<file path="src/logic/almost_full_pkg.sv">
// Shared constants for the almost-full flag and echo clock block
package almost_full_pkg;
	localparam int          NUM_FIFO      = 4;
	localparam int          DEPTH_WORDS   = 32768;
	localparam int          LEVEL_W       = 16;
	localparam int          ADDR_W        = 8;
	localparam int          EVT_W         = NUM_FIFO;
	localparam int          NUM_SYNC      = 5;
	// Index of each pin in the synchroniser bank
	localparam int          SY_WCLK       = 0;
	localparam int          SY_RCLK       = 1;
	localparam int          SY_WEN        = 2;
	localparam int          SY_REN        = 3;
	localparam int          SY_RSEL_N     = 4;
	// Register byte addresses
	localparam logic [7:0]  OFFSET0_ADDR  = 8'h00;
	localparam logic [7:0]  CTRL_ADDR     = 8'h10;
	localparam logic [7:0]  STATUS_ADDR   = 8'h14;
	localparam logic [7:0]  LEVEL_A_ADDR  = 8'h18;
	localparam logic [7:0]  LEVEL_B_ADDR  = 8'h1C;
	// Control register fields
	localparam int          CTRL_TIMING   = 0;
	localparam int          CTRL_MODE     = 1;
	localparam int          CTRL_QUAD     = 2;
	localparam int          CTRL_MRST     = 3;
	localparam int          CTRL_WSDR_LSB = 4;
	localparam int          CTRL_RSDR_LSB = 8;
	// Status register fields
	localparam int          STAT_FIRST_WORD_FALLTHROUGH_MODE     = 4;
	localparam int          STAT_QUAD     = 5;
	// Reset values and response codes
	localparam logic [31:0] CTRL_RST      = 32'h0000_0FF5;
	localparam logic [15:0] OFFSET_RST    = 16'h007F;
	localparam logic [1:0]  RESP_OKAY     = 2'b00;
	localparam logic [1:0]  RESP_SLVERR   = 2'b10;
endpackage

</file>
<file path="src/logic/almost_full_unit.sv">
// Fill counter and almost-full flag of one FIFO
`timescale 1ns/10ps
module almost_full_unit
	import almost_full_pkg::*;
#(
	parameter int DEPTH = DEPTH_WORDS
)(
	input  wire logic               clk_i,          // System clock
	input  wire logic               reset_i,        // Async reset, active high
	input  wire logic               clear_i,        // Master reset pulse
	input  wire logic               enable_i,       // FIFO active in this mode
	input  wire logic               first_word_fallthrough_mode_i,         // Fall-through mode
	input  wire logic               sync_mode_i,    // Synchronous flag timing
	input  wire logic               wr_sdr_i,       // Write port single rate
	input  wire logic               rd_sdr_i,       // Read port single rate
	input  wire logic [15:0]        offset_i,       // Full offset m
	input  wire logic               wr_rise_i,      // Write clock rising edge
	input  wire logic               wr_fall_i,      // Write clock falling edge
	input  wire logic               wr_en_i,        // Write requested
	input  wire logic               rd_rise_i,      // Read clock rising edge
	input  wire logic               rd_fall_i,      // Read clock falling edge
	input  wire logic               rd_en_i,        // Read requested
	output logic                    almost_full_n_o, // Almost-full flag, low active
	output logic [LEVEL_W-1:0]      level_o,        // Fill level, write view
	output logic [LEVEL_W-1:0]      rd_view_o       // Fill level, read view
);
	typedef struct packed {
		logic [LEVEL_W-1:0] level;
		logic [LEVEL_W-1:0] rd_view;
		logic               flag;
	} unit_state_type;

	unit_state_type st_ff;
	unit_state_type nxt_st;
	logic [16:0]    thr;
	logic [16:0]    thr_std;
	logic [16:0]    thr_fw;
	logic [16:0]    cap;
	logic           wr_edge;
	logic           rd_edge;
	logic           rd_ref;
	logic           wr_ref;
	logic           wr_do;
	logic           rd_do;

	// Thresholds from this FIFO's own offset
	assign thr_std = 17'(DEPTH) - {1'b0, offset_i};
	assign thr_fw  = 17'(DEPTH) + 17'h0_0001 - {1'b0, offset_i};
	assign thr     = first_word_fallthrough_mode_i ? thr_fw : thr_std;
	assign cap     = first_word_fallthrough_mode_i ? 17'(DEPTH) + 17'h0_0001 : 17'(DEPTH);
	// Data edges per port rate; crossing references per port rate
	assign wr_edge = wr_rise_i | (~wr_sdr_i & wr_fall_i);
	assign rd_edge = rd_rise_i | (~rd_sdr_i & rd_fall_i);
	assign rd_ref  = rd_sdr_i ? rd_rise_i : rd_fall_i;
	assign wr_ref  = wr_sdr_i ? wr_rise_i : wr_fall_i;
	assign wr_do   = enable_i & wr_edge & wr_en_i & ({1'b0, st_ff.level} < cap);
	assign rd_do   = enable_i & rd_edge & rd_en_i & (st_ff.level != 16'h0000);

	// Next level and flag
	always_comb
	begin
		nxt_st = st_ff;
		nxt_st.level = st_ff.level + LEVEL_W'(wr_do) - LEVEL_W'(rd_do);
		if (wr_ref)
			nxt_st.rd_view = nxt_st.level;
		if (clear_i || !enable_i)
		begin
			nxt_st.level   = '0;
			nxt_st.rd_view = '0;
			nxt_st.flag    = 1'b1;
		end
		else if (sync_mode_i)
		begin
			if (wr_rise_i)
				nxt_st.flag = ({1'b0, nxt_st.level} < thr);
		end
		else
		begin
			if (wr_rise_i && ({1'b0, nxt_st.level} >= thr))
				nxt_st.flag = 1'b0;
			else if (rd_ref && ({1'b0, nxt_st.level} < thr))
				nxt_st.flag = 1'b1;
		end
	end

	// State register
	always_ff @(posedge clk_i or posedge reset_i)
	begin
		if (reset_i)
			st_ff <= '{level: '0, rd_view: '0, flag: 1'b1};
		else
			st_ff <= nxt_st;
	end

	assign almost_full_n_o = st_ff.flag;
	assign level_o         = st_ff.level;
	assign rd_view_o       = st_ff.rd_view;

	property p_clear_high;
		@(posedge clk_i) disable iff (reset_i)
		clear_i |=> almost_full_n_o && (level_o == 16'h0000);
	endproperty
	a_clear_high: assert property (p_clear_high)
		else $error("flag not high after clear");

	property p_sync_stable;
		@(posedge clk_i) disable iff (reset_i)
		sync_mode_i && enable_i && !wr_rise_i && !clear_i |=> $stable(almost_full_n_o);
	endproperty
	a_sync_stable: assert property (p_sync_stable)
		else $error("sync flag moved off edge");

	property p_fall_on_write;
		@(posedge clk_i) disable iff (reset_i)
		$fell(almost_full_n_o) |-> $past(wr_rise_i);
	endproperty
	a_fall_on_write: assert property (p_fall_on_write)
		else $error("flag fell without write edge");

	property p_async_release;
		@(posedge clk_i) disable iff (reset_i)
		$rose(almost_full_n_o) && $past(!sync_mode_i && enable_i && !clear_i) |-> $past(rd_ref);
	endproperty
	a_async_release: assert property (p_async_release)
		else $error("async release off read edge");

	property p_std_threshold;
		@(posedge clk_i) disable iff (reset_i)
		sync_mode_i && !first_word_fallthrough_mode_i && enable_i && !clear_i && wr_rise_i
			&& ({1'b0, level_o} >= thr_std + 17'h0_0001) |=> !almost_full_n_o;
	endproperty
	a_std_threshold: assert property (p_std_threshold)
		else $error("standard threshold missed");

	property p_first_word_fallthrough_mode_threshold;
		@(posedge clk_i) disable iff (reset_i)
		sync_mode_i && first_word_fallthrough_mode_i && enable_i && !clear_i && wr_rise_i
			&& ({1'b0, level_o} >= thr_fw + 17'h0_0001) |=> !almost_full_n_o;
	endproperty
	a_first_word_fallthrough_mode_threshold: assert property (p_first_word_fallthrough_mode_threshold)
		else $error("fall-through threshold missed");
endmodule

</file>
<file path="src/logic/almost_full_echo.sv">
// Almost-full flags and echo read clocks for a four- or two-FIFO device
`timescale 1ns/10ps
module almost_full_echo
	import almost_full_pkg::*;
#(
	parameter int NF    = NUM_FIFO,
	parameter int DEPTH = DEPTH_WORDS
)(
	input  wire logic               clk_i,            // System clock, 100 MHz
	input  wire logic               reset_i,          // Async reset, active high
	input  wire logic [NF-1:0]      wr_clk_i,         // Write clock pins
	input  wire logic [NF-1:0]      wr_en_i,          // Write enable pins, high active
	input  wire logic [NF-1:0]      rd_clk_i,         // Read clock pins
	input  wire logic [NF-1:0]      rd_en_i,          // Read enable pins, high active
	input  wire logic [NF-1:0]      read_select_n_i,  // Read chip selects, low active
	output logic [NF-1:0]           almost_full_n_o,  // Almost-full flags, low active
	output logic [NF-1:0]           echo_read_clk_o,  // Echo read clocks
	output logic                    evt_valid_o,      // Flag change word ready
	input  wire logic               evt_ready_i,      // Receiver takes word
	output logic [EVT_W-1:0]        evt_data_o,       // Flag vector after change
	input  wire logic [ADDR_W-1:0]  s_axi_awaddr_i,   // Write address
	input  wire logic               s_axi_awvalid_i,  // Write address valid
	output logic                    s_axi_awready_o,  // Write address ready
	input  wire logic [31:0]        s_axi_wdata_i,    // Write data
	input  wire logic [3:0]         s_axi_wstrb_i,    // Write byte strobes
	input  wire logic               s_axi_wvalid_i,   // Write data valid
	output logic                    s_axi_wready_o,   // Write data ready
	output logic [1:0]              s_axi_bresp_o,    // Write response
	output logic                    s_axi_bvalid_o,   // Write response valid
	input  wire logic               s_axi_bready_i,   // Write response ready
	input  wire logic [ADDR_W-1:0]  s_axi_araddr_i,   // Read address
	input  wire logic               s_axi_arvalid_i,  // Read address valid
	output logic                    s_axi_arready_o,  // Read address ready
	output logic [31:0]             s_axi_rdata_o,    // Read data
	output logic [1:0]              s_axi_rresp_o,    // Read response
	output logic                    s_axi_rvalid_o,   // Read data valid
	input  wire logic               s_axi_rready_i    // Read data ready
);
	typedef struct packed {
		logic [NUM_SYNC-1:0][NF-1:0] sy1;
		logic [NUM_SYNC-1:0][NF-1:0] sy2;
		logic [NUM_SYNC-1:0][NF-1:0] sy3;
		logic [NUM_SYNC-1:0][NF-1:0] filt;
		logic [NF-1:0]               echo;
		logic [NF-1:0][15:0]         offset;
		logic [31:0]                 ctrl;
		logic                        boot;
		logic                        clr;
		logic                        first_word_fallthrough_mode;
		logic                        quad;
		logic                        aw_hold;
		logic [ADDR_W-1:0]           awaddr;
		logic                        w_hold;
		logic [31:0]                 wdata;
		logic [3:0]                  wstrb;
		logic                        bvalid;
		logic [1:0]                  bresp;
		logic                        rvalid;
		logic [31:0]                 rdata;
		logic [1:0]                  rresp;
		logic [1:0][EVT_W-1:0]       buf_data;
		logic [1:0]                  buf_cnt;
		logic [EVT_W-1:0]            last_sent;
	} top_state_type;

	top_state_type                st_ff;
	top_state_type                nxt_st;
	logic [NUM_SYNC-1:0][NF-1:0]  rise;
	logic [NUM_SYNC-1:0][NF-1:0]  fall;
	logic [NF-1:0]                active;
	logic [NF-1:0]                flag_raw;
	logic [NF-1:0][LEVEL_W-1:0]   level;
	logic [NF-1:0][LEVEL_W-1:0]   rd_view;
	logic                         push;
	logic                         pop;
	logic [31:0]                  rd_word;
	logic                         rd_hit;
	logic [1:0]                   wr_slot;

	// Edge detection once the second and third stages agree
	always_comb
	begin
		for (int s = 0; s < NUM_SYNC; s++)
		begin
			for (int f = 0; f < NF; f++)
			begin
				rise[s][f] = (st_ff.sy2[s][f] == st_ff.sy3[s][f]) && st_ff.sy3[s][f]
					&& !st_ff.filt[s][f];
				fall[s][f] = (st_ff.sy2[s][f] == st_ff.sy3[s][f]) && !st_ff.sy3[s][f]
					&& st_ff.filt[s][f];
			end
		end
	end

	// In dual mode only FIFO0 and FIFO2 exist
	always_comb
	begin
		for (int f = 0; f < NF; f++)
			active[f] = st_ff.quad || (f % 2 == 0);
	end

	// One flag unit per FIFO
	for (genvar g = 0; g < NF; g++)
	begin : g_unit
		almost_full_unit #(
			.DEPTH(DEPTH)
		) u_unit (
			.clk_i          (clk_i),
			.reset_i        (reset_i),
			.clear_i        (st_ff.clr),
			.enable_i       (active[g]),
			.first_word_fallthrough_mode_i         (st_ff.first_word_fallthrough_mode),
			.sync_mode_i    (st_ff.ctrl[CTRL_TIMING]),
			.wr_sdr_i       (st_ff.ctrl[CTRL_WSDR_LSB + g]),
			.rd_sdr_i       (st_ff.ctrl[CTRL_RSDR_LSB + g]),
			.offset_i       (st_ff.offset[g]),
			.wr_rise_i      (rise[SY_WCLK][g]),
			.wr_fall_i      (fall[SY_WCLK][g]),
			.wr_en_i        (st_ff.filt[SY_WEN][g]),
			.rd_rise_i      (rise[SY_RCLK][g]),
			.rd_fall_i      (fall[SY_RCLK][g]),
			.rd_en_i        (st_ff.filt[SY_REN][g] && !st_ff.filt[SY_RSEL_N][g]),
			.almost_full_n_o(flag_raw[g]),
			.level_o        (level[g]),
			.rd_view_o      (rd_view[g])
		);
	end

	// Register read mux
	always_comb
	begin
		rd_word = 32'h0000_0000;
		rd_hit  = 1'b1;
		if (s_axi_araddr_i < CTRL_ADDR && s_axi_araddr_i[1:0] == 2'b00)
			rd_word = {16'h0000, st_ff.offset[s_axi_araddr_i[3:2]]};
		else if (s_axi_araddr_i == CTRL_ADDR)
			rd_word = st_ff.ctrl;
		else if (s_axi_araddr_i == STATUS_ADDR)
		begin
			rd_word[NF-1:0]   = flag_raw;
			rd_word[STAT_FIRST_WORD_FALLTHROUGH_MODE] = st_ff.first_word_fallthrough_mode;
			rd_word[STAT_QUAD] = st_ff.quad;
		end
		else if (s_axi_araddr_i == LEVEL_A_ADDR)
			rd_word = {rd_view[1], rd_view[0]};
		else if (s_axi_araddr_i == LEVEL_B_ADDR)
			rd_word = {rd_view[3], rd_view[2]};
		else
			rd_hit = 1'b0;
	end

	// Event buffer handshakes
	assign pop     = (st_ff.buf_cnt != 2'd0) && evt_ready_i;
	assign push    = (flag_raw != st_ff.last_sent) && (st_ff.buf_cnt != 2'd2 || pop);
	assign wr_slot = st_ff.buf_cnt - 2'(pop);

	// Next state of the whole block
	always_comb
	begin
		nxt_st = st_ff;
		// Three-stage synchronisers on every pin
		nxt_st.sy1 = {read_select_n_i, rd_en_i, wr_en_i, rd_clk_i, wr_clk_i};
		nxt_st.sy2 = st_ff.sy1;
		nxt_st.sy3 = st_ff.sy2;
		for (int s = 0; s < NUM_SYNC; s++)
			for (int f = 0; f < NF; f++)
				if (st_ff.sy2[s][f] == st_ff.sy3[s][f])
					nxt_st.filt[s][f] = st_ff.sy3[s][f];
		// Echo clock trails the filtered read clock by one stage
		nxt_st.echo = st_ff.filt[SY_RCLK] & active;
		// Master reset pulse and mode capture
		nxt_st.boot = 1'b0;
		nxt_st.clr  = st_ff.boot;
		if (st_ff.clr)
		begin
			nxt_st.first_word_fallthrough_mode = st_ff.ctrl[CTRL_MODE];
			nxt_st.quad = st_ff.ctrl[CTRL_QUAD];
		end
		// Write channel: address and data taken in either order
		if (s_axi_awvalid_i && s_axi_awready_o)
		begin
			nxt_st.aw_hold = 1'b1;
			nxt_st.awaddr  = s_axi_awaddr_i;
		end
		if (s_axi_wvalid_i && s_axi_wready_o)
		begin
			nxt_st.w_hold = 1'b1;
			nxt_st.wdata  = s_axi_wdata_i;
			nxt_st.wstrb  = s_axi_wstrb_i;
		end
		if (st_ff.aw_hold && st_ff.w_hold && !st_ff.bvalid)
		begin
			nxt_st.aw_hold = 1'b0;
			nxt_st.w_hold  = 1'b0;
			nxt_st.bvalid  = 1'b1;
			nxt_st.bresp   = RESP_OKAY;
			if (st_ff.awaddr < CTRL_ADDR && st_ff.awaddr[1:0] == 2'b00)
			begin
				for (int b = 0; b < 2; b++)
					if (st_ff.wstrb[b])
						nxt_st.offset[st_ff.awaddr[3:2]][b*8 +: 8] = st_ff.wdata[b*8 +: 8];
			end
			else if (st_ff.awaddr == CTRL_ADDR)
			begin
				for (int b = 0; b < 2; b++)
					if (st_ff.wstrb[b])
						nxt_st.ctrl[b*8 +: 8] = st_ff.wdata[b*8 +: 8];
				nxt_st.ctrl[31:12]    = 20'h0_0000;
				nxt_st.ctrl[CTRL_MRST] = 1'b0;
				if (st_ff.wstrb[0] && st_ff.wdata[CTRL_MRST])
					nxt_st.clr = 1'b1;
			end
			else if (st_ff.awaddr != STATUS_ADDR && st_ff.awaddr != LEVEL_A_ADDR
				&& st_ff.awaddr != LEVEL_B_ADDR)
				nxt_st.bresp = RESP_SLVERR;
		end
		if (st_ff.bvalid && s_axi_bready_i)
			nxt_st.bvalid = 1'b0;
		// Read channel
		if (s_axi_arvalid_i && s_axi_arready_o)
		begin
			nxt_st.rvalid = 1'b1;
			nxt_st.rdata  = rd_word;
			nxt_st.rresp  = rd_hit ? RESP_OKAY : RESP_SLVERR;
		end
		else if (st_ff.rvalid && s_axi_rready_i)
			nxt_st.rvalid = 1'b0;
		// Two-entry buffer of flag vectors; a full buffer defers reporting
		if (pop)
			nxt_st.buf_data[0] = st_ff.buf_data[1];
		if (push)
		begin
			nxt_st.buf_data[wr_slot[0]] = flag_raw;
			nxt_st.last_sent            = flag_raw;
		end
		nxt_st.buf_cnt = st_ff.buf_cnt + 2'(push) - 2'(pop);
	end

	// State register
	always_ff @(posedge clk_i or posedge reset_i)
	begin
		if (reset_i)
		begin
			st_ff           <= '0;
			st_ff.ctrl      <= CTRL_RST;
			st_ff.offset    <= {NF{OFFSET_RST}};
			st_ff.boot      <= 1'b1;
			st_ff.quad      <= 1'b1;
			st_ff.last_sent <= '1;
			// Read selects idle high; their stages start there
			st_ff.sy1[SY_RSEL_N]  <= '1;
			st_ff.sy2[SY_RSEL_N]  <= '1;
			st_ff.sy3[SY_RSEL_N]  <= '1;
			st_ff.filt[SY_RSEL_N] <= '1;
		end
		else
			st_ff <= nxt_st;
	end

	// Outputs
	assign almost_full_n_o = flag_raw;
	assign echo_read_clk_o = st_ff.echo;
	assign evt_valid_o     = (st_ff.buf_cnt != 2'd0);
	assign evt_data_o      = st_ff.buf_data[0];
	assign s_axi_awready_o = !st_ff.aw_hold && !st_ff.bvalid;
	assign s_axi_wready_o  = !st_ff.w_hold && !st_ff.bvalid;
	assign s_axi_bvalid_o  = st_ff.bvalid;
	assign s_axi_bresp_o   = st_ff.bresp;
	assign s_axi_arready_o = !st_ff.rvalid;
	assign s_axi_rvalid_o  = st_ff.rvalid;
	assign s_axi_rdata_o   = st_ff.rdata;
	assign s_axi_rresp_o   = st_ff.rresp;

	property p_echo_follows;
		@(posedge clk_i) disable iff (reset_i)
		rise[SY_RCLK][0] ##1 1'b1 |=> echo_read_clk_o[0];
	endproperty
	a_echo_follows: assert property (p_echo_follows)
		else $error("echo clock did not follow");

	property p_dual_flags;
		@(posedge clk_i) disable iff (reset_i)
		!st_ff.quad |-> almost_full_n_o[1] && almost_full_n_o[3] && !echo_read_clk_o[1];
	endproperty
	a_dual_flags: assert property (p_dual_flags)
		else $error("absent FIFO shows activity");

	property p_evt_hold;
		@(posedge clk_i) disable iff (reset_i)
		evt_valid_o && !evt_ready_i |=> evt_valid_o && $stable(evt_data_o);
	endproperty
	a_evt_hold: assert property (p_evt_hold)
		else $error("event word dropped under stall");

	property p_mode_capture;
		@(posedge clk_i) disable iff (reset_i)
		st_ff.clr |=> st_ff.first_word_fallthrough_mode == $past(st_ff.ctrl[CTRL_MODE]);
	endproperty
	a_mode_capture: assert property (p_mode_capture)
		else $error("mode not captured at clear");

	property p_quad_capture;
		@(posedge clk_i) disable iff (reset_i)
		st_ff.clr |=> st_ff.quad == $past(st_ff.ctrl[CTRL_QUAD]);
	endproperty
	a_quad_capture: assert property (p_quad_capture)
		else $error("quad mode not captured at clear");

	property p_absent_idle;
		@(posedge clk_i) disable iff (reset_i)
		!st_ff.quad |-> level[1] == 16'h0000 && level[3] == 16'h0000;
	endproperty
	a_absent_idle: assert property (p_absent_idle)
		else $error("absent FIFO holds words");

	property p_clear_flags;
		@(posedge clk_i) disable iff (reset_i)
		st_ff.clr |=> almost_full_n_o == {NF{1'b1}};
	endproperty
	a_clear_flags: assert property (p_clear_flags)
		else $error("flags not high after master reset");

	property p_echo_low;
		@(posedge clk_i) disable iff (reset_i)
		!st_ff.filt[SY_RCLK][0] |=> !echo_read_clk_o[0];
	endproperty
	a_echo_low: assert property (p_echo_low)
		else $error("echo clock high while read clock low");

	property p_evt_push;
		@(posedge clk_i) disable iff (reset_i)
		push |=> evt_valid_o;
	endproperty
	a_evt_push: assert property (p_evt_push)
		else $error("flag change not offered");
endmodule

</file>
<file path="config.mk">
export PLATFORM = sky130hd
export DESIGN_NAME = almost_full_echo
export DESIGN_NICKNAME = d
export VERILOG_FILES = /design/src/logic/almost_full_pkg.sv /design/src/logic/almost_full_unit.sv /design/src/logic/almost_full_echo.sv
export SDC_FILE = /design/constraint.sdc
export NUM_CORES = 1
export LEC_CHECK = 0
export ABC_CLOCK_PERIOD_IN_PS = 8800
export BUFFER_PORTS_ARGS = -buffer_cell sky130_fd_sc_hd__buf_2
export CAP_MARGIN = 30
export CELL_PAD_IN_SITES_DETAIL_PLACEMENT = 1
export CELL_PAD_IN_SITES_GLOBAL_PLACEMENT = 2
export CORE_ASPECT_RATIO = 1.5
export CORE_MARGIN = 1.5
export CORE_UTILIZATION = 25
export DETAILED_ROUTE_END_ITERATION = 10
export GPL_TIMING_DRIVEN = 0
export PLACE_DENSITY = 0.52
export SYNTH_ARGS = -nofsm -noshare
export SYNTH_HDL_FRONTEND = slang
export SYNTH_HIERARCHICAL = 1
export SYNTH_SLANG_ARGS = --single-unit
</file>
<file path="constraint.sdc">
create_clock -name clk_i -period 8.8 [get_ports clk_i]
set_input_delay 0.88 -clock clk_i [delete_from_list [all_inputs] [get_ports clk_i]]
set_output_delay 0.88 -clock clk_i [all_outputs]
set_load 0.01 [all_outputs]
</file>
==> results of run 1 <==
[state kept, by name (all words and copies together) (netlist names)]
register,flops
g_unit.u_unit/level_o,64
s_axi_bvalid_o,1
g_unit.u_unit/almost_full_n_o,4
s_axi_rvalid_o,1
g_unit.u_unit/rd_view_o,64
s_axi_rresp_o,1
evt_data_o,4
nxt_st,40
s_axi_bresp_o,1
st_ff,156
active,1
echo_read_clk_o,4
s_axi_rdata_o,32
[placed cells by master (no fill, tap or decap), types with 16 or more instances in the layout]
master	Yosys	layout
nand2_1	124	124
xnor2_1	70	70
a21o_1	27	27
o31ai_1	27	27
nand2b_1	25	25
xor2_1	47	47
clkbuf_16	0	44
mux4_2	21	21
nor3_1	20	20
nand4_1	21	21
o21ai_0	58	58
nor4_1	19	19
ha_1	202	202
mux2i_1	25	25
nor2b_1	36	36
nor2_1	119	119
and2_1	51	51
a21oi_1	88	88
a22o_1	16	16
buf_4	44	44
mux2_2	158	158
buf_2	8	121
dfstp_2	64	64
nand3_1	34	34
clkbuf_1	28	38
inv_1	154	151
dfrtp_1	309	309
[per-layer routing]
layer	wire length, um	up-vias
met5	8	-
met2	40100	199
met3	2200	90
met4	2660	2
li1	-	7208
met1	28300	7766
[metrics by stage]
step / area, um2 / TNS, ps
floorplan: 21500 / 0
global placement: 23500 / -407200
detailed placement: 23600 / 0
CTS: 25100 / 0
global route: 25100 / 0
finish: 25100 / 0
[worst max path at each step]
stage                                                        end  slack, ps  cells past startpoint
finish              g_unit[2].u_unit/almost_full_n_o$_DFFE_PP1P_       2260                     24
global route        g_unit[2].u_unit/almost_full_n_o$_DFFE_PP1P_       1670                     24
CTS                 g_unit[2].u_unit/almost_full_n_o$_DFFE_PP1P_       2010                     24
detailed placement  g_unit[2].u_unit/almost_full_n_o$_DFFE_PP1P_       2030                     24
global placement                           nxt_st[254]$_DFF_PP0_      -2310                      2
floorplan                           echo_read_clk_o[0]$_DFF_PP0_       1400                      1
[Yosys cell counts, drive strengths merged, types with 5 or more instances]
cell / n
clkbuf: 28
a31oi: 15
o31ai: 28
and2: 52
nand3b: 6
o21ai: 59
dfstp: 64
o22ai: 6
buf: 55
a21oi: 88
a2111o: 5
a211oi: 14
mux4: 21
xnor2: 70
nor4b: 7
or2: 5
nor2: 119
a22o: 16
or4: 9
inv: 154
nor4: 20
a221oi: 6
a311o: 6
nor2b: 36
mux2: 158
o21bai: 13
nand3: 34
nand4: 21
mux2i: 25
nor3: 21
dfrtp: 309
ha: 202
o211ai: 5
nand2b: 25
maj3: 12
nand2: 128
a21o: 27
xor2: 47
[area by class of cell]
type | count | area, um2
Fill cell | 9500 | 60000
Multi-Input combinational cell | 1371 | 11000
Sequential cell | 373 | 9410
Tap cell | 1130 | 1410
Clock buffer | 64 | 1280
Timing Repair Buffer | 118 | 673
Inverter | 154 | 586
Buffer | 83 | 487
Clock inverter | 16 | 175
Antenna cell | 1 | 2.50
[logic make-up after synthesis]
group | after synthesis
XOR/XNOR | 117
adder cells (fa/ha/maj) | 218
flip-flops | 373
other | 2
AND/OR/NAND/NOR | 505
AO/OA/AOI/OAI | 316
buffers and inverters | 237
multiplexers | 204
[power breakdown]
| part | switching (uW) | total [uW] | internal [uW] |
|---|---|---|---|
| clock network | 786 | 1880 | 1090 |
| registers | 346 | 2320 | 1970 |
| logic | 1750 | 3060 | 1310 |
==> key figures, run 1 <==
CTS
  – Hold buffer count at CTS: 0
  – Post-CTS Setup Inserts: 0
  – CTS H-tree lvls: 2
  – Cts bufs inserted: 43
  – Clk slew on worst S/H paths: 70 ps
  – Worst skew pair latency: 600 ps
  – CTS resizes: 0
  – CTS tree: done
  – Root Driver: clkbuf_16
  – Clock Sink Count: 373
  – Clock Path Buffers: 3

Setup path
  – Max FO, Critical Path: 7
  – CP delay by family, top: compound AO/OA/AOI/OAI gates
  – CP max stage delay: 640 ps
  – R2r setup slk: 2260 ps
  – CP endpoint kind: register
  – CP Launch Point: st_ff[99]$_DFFE_PP0P_
  – Worst R2R End: g_unit[2].u_unit/almost_full_n_o$_DFFE_PP1P_
  – FF-to-FF Start: st_ff[99]$_DFFE_PP0P_
  – Critical setup path kind: reg2reg
  – CP Buf/Inv Count: 3
  – Critical-path top delay cell: dfrtp_1
  – Crit path DAT: 7070 ps
  – Register-to-Register Path Depth: 24
  – CP required: 9330 ps
  – Crit start category: register
  – Worst path cell trace: clkbuf_1 -> nand3_1 -> nand2_1 -> nand3_1 -> a21oi_1 -> o21ai_0 -> a2111o_1 -> ha_1 -> inv_1 -> ha_1 -> fa_1 -> a21oi_1 -> nor2_1 -> a311o_2 -> a211oi_1 -> a21oi_1 -> xnor2_1 -> inv_1 -> ha_1 -> nand2_1 -> nor4_1 -> a2111oi_0 -> nand4_1 -> nand3_1

Job
  – Max_cap viols: 0

Global route
  – Tot GR Track Use: 16.8%
  – Vias in the first global route: 17000
  – Global-route met2 utilization: 32.6%
  – Met3 usage: 2.04%
  – Initial antenna violation count: 5
  – Wire length of the first global-routing pass: 110 mm
  – Grt ovf: 0
  – Most Crowded Layer GR: met2
  – Pin count of the biggest net entering global routing: 127
  – GR Util met1: 18.6%

STA
  – Slew Limit Fails: 0
  – Post-route clock period utilization: 74.3%
  – Setup violators final: 0
  – Max transition margin: 38.3%
  – WHS: 345 ps
  – Final min period: 6540 ps
  – Setup Skew: 26.0 ps
  – Final Hold Viols: 0
  – Slew @ Worst Pin: 923 ps
  – F_max: 153 MHz
  – Final worst slack: 2260 ps
  – RSZ-0062 raised after global routing: no

Placed design
  – IO buf count: 112
  – RePlAce Congestion: 0.825
  – Worst slack, placed: 2030 ps
  – Placed cells: 3229
  – Detail Placement HPWL: 58.7 mm

Yosys
  – Top FF cell, synth: dfrtp_1
  – Simple-gate share of the synthesized area: 12.1%
  – Largest cells by area after synthesis: dfrtp_1, ha_1, mux2_2, dfstp_2, xnor2_1
  – Synth unique cells: 78
  – Post-Synth XOR/XNOR Area: 4.77%
  – Largest family of logic cells by synthesized area: adder cells
  – Post-synth EDFFs: 0
  – Seq/Total Area, Yosys: 43.8%
  – Yosys Warn Count: 6
  – Mapped Area: 21500 um2
  – Area share of the largest cell type after synthesis: 36.0%
  – Ys async rst share: 100%
  – Mux share of post-synthesis cell area: 11.7%
  – Seq cells post-synth: 373
  – Compound-Gate Fraction of Synth Area: 9.94%
  – Yosys top cell by area: dfrtp_1
  – Mean Syn Cell Area: 10.9 um2
  – Post-Synth Adder-Cell Area: 12.7%
  – Synthesized instance count: 1972

Detailed routing
  – Initial DRC count: 502
  – Pre-antenna DRT Iters: 4
  – DRC Markers: 0
  – Vias: 15300
  – Final wirelength: 73.3 mm
  – Wire length per cell: 22.2 um
  – Vias per cell: 4.61
  – Final ANT Viol Nets: 0

Floorplanning
  – Full die area: 87700 um2
  – Initial Util: 25.2%
  – Die H: 362 um
  – # IOs: 134
  – Die width: 242 um
  – Core area: 85100 um2
  – Num rows: 131

Power
  – Leakage: 0.0116 uW
  – Max rail drop VDD: 0.000184 V
  – Power Total: 7260 uW
  – PD cells: 290 nW/um2

Finish
  – P&R area growth vs syn: 16.7%
  – Final nets: 2430
  – Share of cells above drive strength 1: 23.5%
  – Final Util: 29.5%
  – Non-filler instance count after layout: 3310

Hold path
  – Hold wc startpoint: nxt_st[251]$_DFF_PP0_
  – Hold Crit Class: reg2reg
  – Cell depth of the worst hold path: 0
  – Hold Path End: nxt_st[231]$_DFF_PP0_

Outcome
  – Outcome: finished clean
(Power assumes the default switching activity.)
==> run 2, diff against run 1 <==
--- a/config.mk
+++ b/config.mk
@@ -5,7 +5,8 @@
 export SDC_FILE = /design/constraint.sdc
 export NUM_CORES = 1
 export LEC_CHECK = 0
-export ABC_CLOCK_PERIOD_IN_PS = 8800
+export ABC_AREA = 1
+export ABC_CLOCK_PERIOD_IN_PS = 6300
 export BUFFER_PORTS_ARGS = -buffer_cell sky130_fd_sc_hd__buf_2
 export CAP_MARGIN = 30
 export CELL_PAD_IN_SITES_DETAIL_PLACEMENT = 1
@@ -15,7 +16,7 @@
 export CORE_UTILIZATION = 25
 export DETAILED_ROUTE_END_ITERATION = 10
 export GPL_TIMING_DRIVEN = 0
-export PLACE_DENSITY = 0.52
+export PLACE_DENSITY = 0.57
 export SYNTH_ARGS = -nofsm -noshare
 export SYNTH_HDL_FRONTEND = slang
 export SYNTH_HIERARCHICAL = 1
==> constraint.sdc (replaced) <==
create_clock -name clk_i -period 6.3 [get_ports clk_i]
set_input_delay 0.63 -clock clk_i [delete_from_list [all_inputs] [get_ports clk_i]]
set_output_delay 0.63 -clock clk_i [all_outputs]
set_load 0.01 [all_outputs]
==> run 2 against run 1 <==
Effect of this change:
- clock-buffer cell count is 1 higher
- cell area is 6.8% higher
- first-iteration DRC count is 45% higher
- clock power is 48% higher
- critical endpoint is now g_unit[3].u_unit/almost_full_n_o$_DFFE_PP1P_
- largest power group unchanged
==> key figures, run 2 <==
Outcome
  – Outcome: finished clean (unchanged)

Global route
  – Pin count of the biggest net entering global routing: 44 (was 127)
  – Vias in the first global route: 21000 (was 17000)
  – Wire length of the first global-routing pass: 129 mm (was 110 mm)
  – Initial antenna violation count: 4 (was 5)
  – Grt ovf: 0 (unchanged)
  – Tot GR Track Use: 18.3% (was 16.8%)

Setup path
  – Crit path DAT: 6130 ps (was 7070 ps)
  – Crit start category: register (unchanged)
  – CP required: 6830 ps (was 9330 ps)
  – Critical-path top delay cell: dfrtp_1 (unchanged)
  – Critical setup path kind: reg2reg (unchanged)
  – Most used cell, CP: nand2_1
  – Max FO, Critical Path: 12 (was 7)
  – CP endpoint kind: register (unchanged)
  – CP max stage delay: 750 ps (was 640 ps)

Placed design
  – RePlAce Congestion: 0.871 (was 0.825)
  – IO buf count: 113 (was 112)
  – Detail Placement HPWL: 69.6 mm (was 58.7 mm)

Yosys
  – Post-synth EDFFs: 0 (unchanged)
  – Yosys Warn Count: 6 (unchanged)
  – Synthesized instance count: 2812 (was 1972)
  – Top-count cell post-synth: nand2_1 (was dfrtp_1)
  – Mapped Area: 22900 um2 (was 21500 um2)
  – Mean Syn Cell Area: 8.15 um2 (was 10.9 um2)
  – Seq cells post-synth: 373 (unchanged)
  – Seq/Total Area, Yosys: 41.1% (was 43.8%)
  – Synth unique cells: 65 (was 78)
  – Yosys top cell by area: dfrtp_1 (unchanged)
  – Ys async rst share: 100% (unchanged)
  – Top FF cell, synth: dfrtp_1 (unchanged)
  – Area share of the largest cell type after synthesis: 33.8% (was 36.0%)
  – Largest cells by area after synthesis: dfrtp_1, nand2_1, ha_1, dfstp_2, inv_1 (was dfrtp_1, ha_1, mux2_2, dfstp_2, xnor2_1)
  – Synth cell count leaders: nand2_1, inv_1, dfrtp_1, nor2_1, ha_1 (was dfrtp_1, ha_1, mux2_2, inv_1, nand2_1)

Finish
  – Final nets: 3275 (was 2430)
  – Register Area: 9410 um2 (unchanged)
  – Largest register FFs: 156 (unchanged)
  – P&R area growth vs syn: 16.8% (was 16.7%)
  – Register with the most flip-flops: st_ff (unchanged)
  – Fillcell total: 10800 (was 9500)
  – Share of cells above drive strength 1: 16.3% (was 23.5%)
  – Multi-input gate area: 11300 um2 (was 11000 um2)
  – Commonest non-fill, non-tap cell in the layout: nand2_1 (was dfrtp_1)
  – Most frequent cells in the layout: nand2_1, inv_1, dfrtp_1 (was dfrtp_1, ha_1, mux2_2)

Floorplanning
  – Die width: 250 um (was 242 um)
  – Core area: 90500 um2 (was 85100 um2)
  – # IOs: 134 (unchanged)
  – Full die area: 93500 um2 (was 87700 um2)
  – Num rows: 135 (was 131)
  – Initial Util: 25.3% (was 25.2%)
  – Die H: 374 um (was 362 um)

CTS
  – Hold buffer count at CTS: 0 (unchanged)
  – Clock Sink Count: 373 (unchanged)
  – Clk slew on worst S/H paths: 60 ps (was 70 ps)
  – Root Driver: clkbuf_16 (unchanged)
  – Cts bufs inserted: 45 (was 43)
  – Clock Path Buffers: 3 (unchanged)
  – CTS tree: done (unchanged)
  – Post-CTS Setup Inserts: 0 (unchanged)
  – Worst skew pair latency: 600 ps (about the same)
  – CTS resizes: 0 (unchanged)
  – CTS H-tree lvls: 2 (unchanged)

Power
  – PD cells: 427 nW/um2 (was 290 nW/um2)
  – Leakage: 0.0139 uW (was 0.0116 uW)
  – Max rail drop VDD: 0.000174 V (was 0.000184 V)

STA
  – Post-route clock period utilization: 88.9% (was 74.3%)
  – F_max: 179 MHz (was 153 MHz)
  – Setup violators final: 0 (unchanged)
  – RSZ-0062 raised after global routing: no (unchanged)
  – Slew @ Worst Pin: 931 ps (was 923 ps)
  – Final min period: 5600 ps (was 6540 ps)
  – Slew Limit Fails: 0 (unchanged)
  – Max transition margin: 37.8% (was 38.3%)
  – Setup Skew: 25.0 ps (was 26.0 ps)
  – Setup TNS: 0 ps (unchanged)
  – Final Hold Viols: 0 (unchanged)
  – WHS: 122 ps (was 345 ps)

Job
  – Max_cap viols: 0 (unchanged)

Hold path
  – Hold Crit Class: in2reg (was reg2reg)

Detailed routing
  – Pre-antenna DRT Iters: 5 (was 4)
  – Vias: 18900 (was 15300)
  – Final wirelength: 84.1 mm (was 73.3 mm)
  – Vias per cell: 4.51 (was 4.61)
  – DRC Markers: 0 (unchanged)
  – Initial DRC count: 730 (was 502)
  – Final ANT Viol Nets: 0 (unchanged)
  – Wire length per cell: 20.1 um (was 22.2 um)
run 2: cell types whose count changed in the layout (fill, tap and decap cells not counted), sizes merged, moves of 25 or more:
cell / delta
nand2: +614
inv: +263
mux2: -150
o21ai: +134
nor2: +128
nand3: +115
and2: -51
xnor2: -45
nor2b: -36
buf: +30
a21oi: +29
o31ai: -26
mux2i: -25
nand2b: -25
run 2: cells by family after synthesis:
group	count (synthesis)	share of synthesized area, %
mux	8	0.393
flops	373	41.1
simple gates	1239	23.4
other cells	2	0.0328
fa+ha+maj	218	11.9
buf+inv	515	9.65
xor+xnor	87	3.52
compound gates	370	10.0
run 2: final cells by class:
cell class,instances,share of cell area [%]
clock inverters,18,0.786
flip-flops and latches,373,35.2
repair buffers,123,2.95
clock buffers,65,5.06
inverters,420,5.91
diodes,2,0.0187
multi-input cells,1931,42.3
plain buffers,95,2.37
well taps,1164,5.44
run 2: worst paths after layout:
kind	startpoint	to	slack, ps	cells after the start
max	st_ff[99]$_DFFE_PP0P_	g_unit[3].u_unit/almost_full_n_o$_DFFE_PP1P_	700	38
min in group asynchronous	reset_i	nxt_st[248]$_DFF_PP0_	140	2
min	read_select_n_i[2]	nxt_st[260]$_DFF_PP1_	120	1
max reg2reg	st_ff[99]$_DFFE_PP0P_	g_unit[3].u_unit/almost_full_n_o$_DFFE_PP1P_	700	38
max in group asynchronous	reset_i	nxt_st[239]$_DFF_PP1_	5020	5
min reg2reg	nxt_st[252]$_DFF_PP0_	nxt_st[232]$_DFF_PP0_	350	0
run 2: layer usage:
metal | GRT usage, % | part of all wire (%)
met2 | 37.0 | 57
met4 | 6.96 | 4.0
met3 | 2.02 | 2.0
met5 | 0 | 0
met1 | 18.7 | 37
run 2: power breakdown:
| part | leakage (uW) | switching (uW) | internal, uW |
|---|---|---|---|
| registers | 0.00469 | 418 | 2820 |
| clock network | 0.000772 | 1130 | 1660 |
| logic | 0.00844 | 3480 | 1920 |
| total | 0.0139 | 5040 | 6400 |
run 2: metrics by stage:
stage | cells | util, % | worst slack [ps] | power [uW] | cell area (um2)
2_1_floorplan | 2819 | - | 1600 | 7000 | 22900
3_3_place_gp | 4096 | 27.6 | 236 | 8620 | 25000
3_5_place_dp | 4106 | 27.8 | 630 | 8830 | 25200
4_1_cts | 4189 | 29.5 | 594 | 11700 | 26700
5_1_grt | 4190 | 29.5 | 121 | 12500 | 26700
6_report | 4191 | 29.5 | 699 | 11400 | 26700
run 2: worst max-delay path, delay by kind of cell (launching register included):
family,cells,cell delay [ps]
adder cells (fa/ha/maj),4,1170
AO/OA/AOI/OAI,6,1350
flip-flops,1,750
AND/OR/NAND/NOR,26,1980
buffers and inverters,2,250
==> run 3, diff against run 2 <==
--- a/config.mk
+++ b/config.mk
@@ -7,16 +7,16 @@
 export LEC_CHECK = 0
 export ABC_AREA = 1
 export ABC_CLOCK_PERIOD_IN_PS = 6300
-export BUFFER_PORTS_ARGS = -buffer_cell sky130_fd_sc_hd__buf_2
 export CAP_MARGIN = 30
 export CELL_PAD_IN_SITES_DETAIL_PLACEMENT = 1
 export CELL_PAD_IN_SITES_GLOBAL_PLACEMENT = 2
 export CORE_ASPECT_RATIO = 1.5
 export CORE_MARGIN = 1.5
-export CORE_UTILIZATION = 25
+export CORE_UTILIZATION = 39
 export DETAILED_ROUTE_END_ITERATION = 10
+export DONT_BUFFER_PORTS = 1
 export GPL_TIMING_DRIVEN = 0
-export PLACE_DENSITY = 0.57
+export PLACE_DENSITY = 0.79
 export SYNTH_ARGS = -nofsm -noshare
 export SYNTH_HDL_FRONTEND = slang
 export SYNTH_HIERARCHICAL = 1
==> constraint.sdc (replaced) <==
create_clock -name clk_i -period 6.3 [get_ports clk_i]
set_input_delay 0.315 -clock clk_i [delete_from_list [all_inputs] [get_ports clk_i]]
set_output_delay 0.315 -clock clk_i [all_outputs]
set_load 0.01 [all_outputs]
==> run 3 against run 2 <==
Effect of this change:
- power shrank 1.6%
- global-route usage rose by 7.5 points
- cell count shrank 11%
- cell area decreased by 2.3%
- via count down 0.53%
- die area shrank 36%
- first-iteration DRC count shrank 4.2%
- utilization grew 16 points
- largest power group unchanged
==> key figures, run 3 (same netlist as run 2, synthesis figures left out) <==
Global route
  – Grt ovf: 0 (unchanged)
  – Wire length of the first global-routing pass: 119 mm (was 129 mm)
  – Vias in the first global route: 21000 (about the same)
  – Tot GR Track Use: 25.8% (was 18.3%)
  – Initial antenna violation count: 1 (was 4)
  – Pin count of the biggest net entering global routing: 43 (was 44)

Finish
  – Register with the most flip-flops: st_ff (unchanged)
  – Share of cells above drive strength 1: 12.6% (was 16.3%)
  – P&R area growth vs syn: 14.1% (was 16.8%)
  – Most frequent cells in the layout: nand2_1, inv_1, dfrtp_1 (unchanged)
  – Final nets: 3209 (was 3275)
  – Largest register FFs: 156 (unchanged)
  – Commonest non-fill, non-tap cell in the layout: nand2_1 (unchanged)

Setup path
  – CP required: 6820 ps (was 6830 ps)
  – Critical setup path kind: reg2reg (unchanged)
  – Crit path DAT: 6130 ps (about the same)
  – Crit start category: register (unchanged)
  – CP delay by family, top: simple AND/OR/NAND/NOR gates (unchanged)
  – Max FO, Critical Path: 16 (was 12)
  – CP max stage delay: 680 ps (was 750 ps)
  – Most used cell, CP: nand2_1 (unchanged)
  – Critical-path top delay cell: dfrtp_1 (unchanged)
  – CP Buf/Inv Count: 4 (was 2)
  – CP endpoint kind: register (unchanged)

STA
  – Slew Limit Fails: 0 (unchanged)
  – Setup violators final: 0 (unchanged)
  – Slew @ Worst Pin: 913 ps (was 931 ps)
  – Final min period: 5610 ps (was 5600 ps)
  – Post-route clock period utilization: 89.1% (was 88.9%)
  – F_max: 178 MHz (was 179 MHz)
  – Setup TNS: 0 ps (unchanged)
  – Setup Skew: 27.0 ps (was 25.0 ps)
  – Max transition margin: 39.0% (was 37.8%)
  – RSZ-0062 raised after global routing: no (unchanged)
  – Final Hold Viols: 0 (unchanged)

Power
  – Leakage: 0.0136 uW (was 0.0139 uW)
  – PD cells: 430 nW/um2 (was 427 nW/um2)
  – Net Sw Frac: 43.7% (was 44.1%)
  – Psw: 4910 uW (was 5040 uW)
  – Sequential power share: 28.8% (was 28.3%)
  – Max rail drop VDD: 0.000278 V (was 0.000174 V)
  – Clk pwr share: 23.7% (was 24.4%)
  – Power Internal: 6330 uW (was 6400 uW)
  – Power Total: 11200 uW (was 11400 uW)
  – Combinational Power Share: 47.5% (was 47.3%)

Placed design
  – IO buf count: 0 (was 113)
  – Detail Placement HPWL: 62.2 mm (was 69.6 mm)
  – RePlAce Congestion: 0.896 (was 0.871)

Floorplanning
  – Initial Util: 39.5% (was 25.3%)
  – Die H: 300 um (was 374 um)
  – Core area: 58000 um2 (was 90500 um2)
  – Full die area: 60200 um2 (was 93500 um2)
  – Num rows: 108 (was 135)
  – Die width: 201 um (was 250 um)
  – # IOs: 134 (unchanged)

CTS
  – CTS resizes: 0 (unchanged)
  – Cts bufs inserted: 41 (was 45)
  – Root Driver: clkbuf_16 (unchanged)
  – CTS H-tree lvls: 2 (unchanged)
  – CTS tree: done (unchanged)
  – Clock Sink Count: 373 (unchanged)
  – Clock Path Buffers: 3 (unchanged)
  – Post-CTS Setup Inserts: 0 (unchanged)
  – Worst skew pair latency: 580 ps (was 600 ps)
  – Clk slew on worst S/H paths: 60 ps (about the same)

Job
  – Max_cap viols: 0 (unchanged)

Hold path
  – Hold Crit Class: in2reg (unchanged)

Detailed routing
  – DRC Markers: 0 (unchanged)
  – Vias: 18800 (was 18900)
  – Pre-antenna DRT Iters: 5 (unchanged)
  – Initial DRC count: 699 (was 730)
  – Final ANT Viol Nets: 0 (unchanged)
  – Vias per cell: 5.04 (was 4.51)
  – Final wirelength: 75.9 mm (was 84.1 mm)
  – Wire length per cell: 20.4 um (was 20.1 um)

Outcome
  – Outcome: finished clean (unchanged)
[run 3: changes by cell type in the layout (fill, tap and decap cells not counted), sizes merged]
cell and delta:
buf -112, dlygate4sd3 +50, clkbuf -13, bufinv +4, diode -1, inv +1
[run 3: worst min-delay path: cells and delay by family]
family	cells	cell delay [ps]
AO/OA/AOI/OAI	1	90
AND/OR/NAND/NOR	2	260
[run 3: through the flow]
step	instances	util [%]	cell area (um2)	hold WS, ps	setup WS (ps)
3_5_place_dp	3600	41.7	24200	266	682
3_3_place_gp	3589	41.2	23900	320	358
5_1_grt	3726	45.1	26100	116	201
2_1_floorplan	2819	-	22900	319	1600
6_report	3726	45.1	26100	87.9	687
4_1_cts	3725	45.1	26100	60.7	665
[run 3: timing repair]
| action | in CTS | in global routing |
|---|---|---|
| endpoints found under the hold margin | 124 | 0 |
| hold buffers | 50 | 0 |
| setup endpoints to repair | 0 | 0 |
[run 3: final cells by class]
type | instances | area [um2]
clock inverters | 23 | 342
well taps | 770 | 963
diodes | 1 | 2.50
repair buffers | 61 | 758
multi-input cells | 1931 | 11300
plain buffers | 95 | 634
flip-flops and latches | 373 | 9410
inverters | 420 | 1580
clock buffers | 52 | 1130
fillers | 6998 | 31800
[run 3: worst paths after layout]
path | startpoint | end | slack, ps | cells past startpoint
setup / recovery | st_ff[99]$_DFFE_PP0P_ | g_unit[3].u_unit/almost_full_n_o$_DFFE_PP1P_ | 690 | 38
hold / removal | evt_ready_i | st_ff[3]$_DFFE_PP1P_ | 90 | 3
setup reg to reg | st_ff[99]$_DFFE_PP0P_ | g_unit[3].u_unit/almost_full_n_o$_DFFE_PP1P_ | 690 | 38
hold reg to reg | nxt_st[255]$_DFF_PP0_ | nxt_st[235]$_DFF_PP0_ | 350 | 0
max in group asynchronous | reset_i | st_ff[156]$_DFFE_PP1P_ | 4400 | 5
min in group asynchronous | reset_i | g_unit[1].u_unit/rd_view_o[11]$_DFFE_PP0P_ | 530 | 2
[run 3: per-layer routing]
metal	global-route usage, %	vias up	routed length, um
met5	0	-	0
met4	14.2	0	4630
met3	2.98	166	1880
met2	51.1	257	42000
met1	25.8	9244	27300
li1	-	9122	-
[run 3: power by group through the flow]
stage | Sequential, uW | Combinational (uW) | Clock [uW]
2_1_floorplan | 3090 | 3910 | 0
6_report | 3240 | 5340 | 2670
3_3_place_gp | 3260 | 5090 | 0
3_5_place_dp | 3280 | 5350 | 0
5_1_grt | 3280 | 6100 | 2820
4_1_cts | 3240 | 5420 | 2750
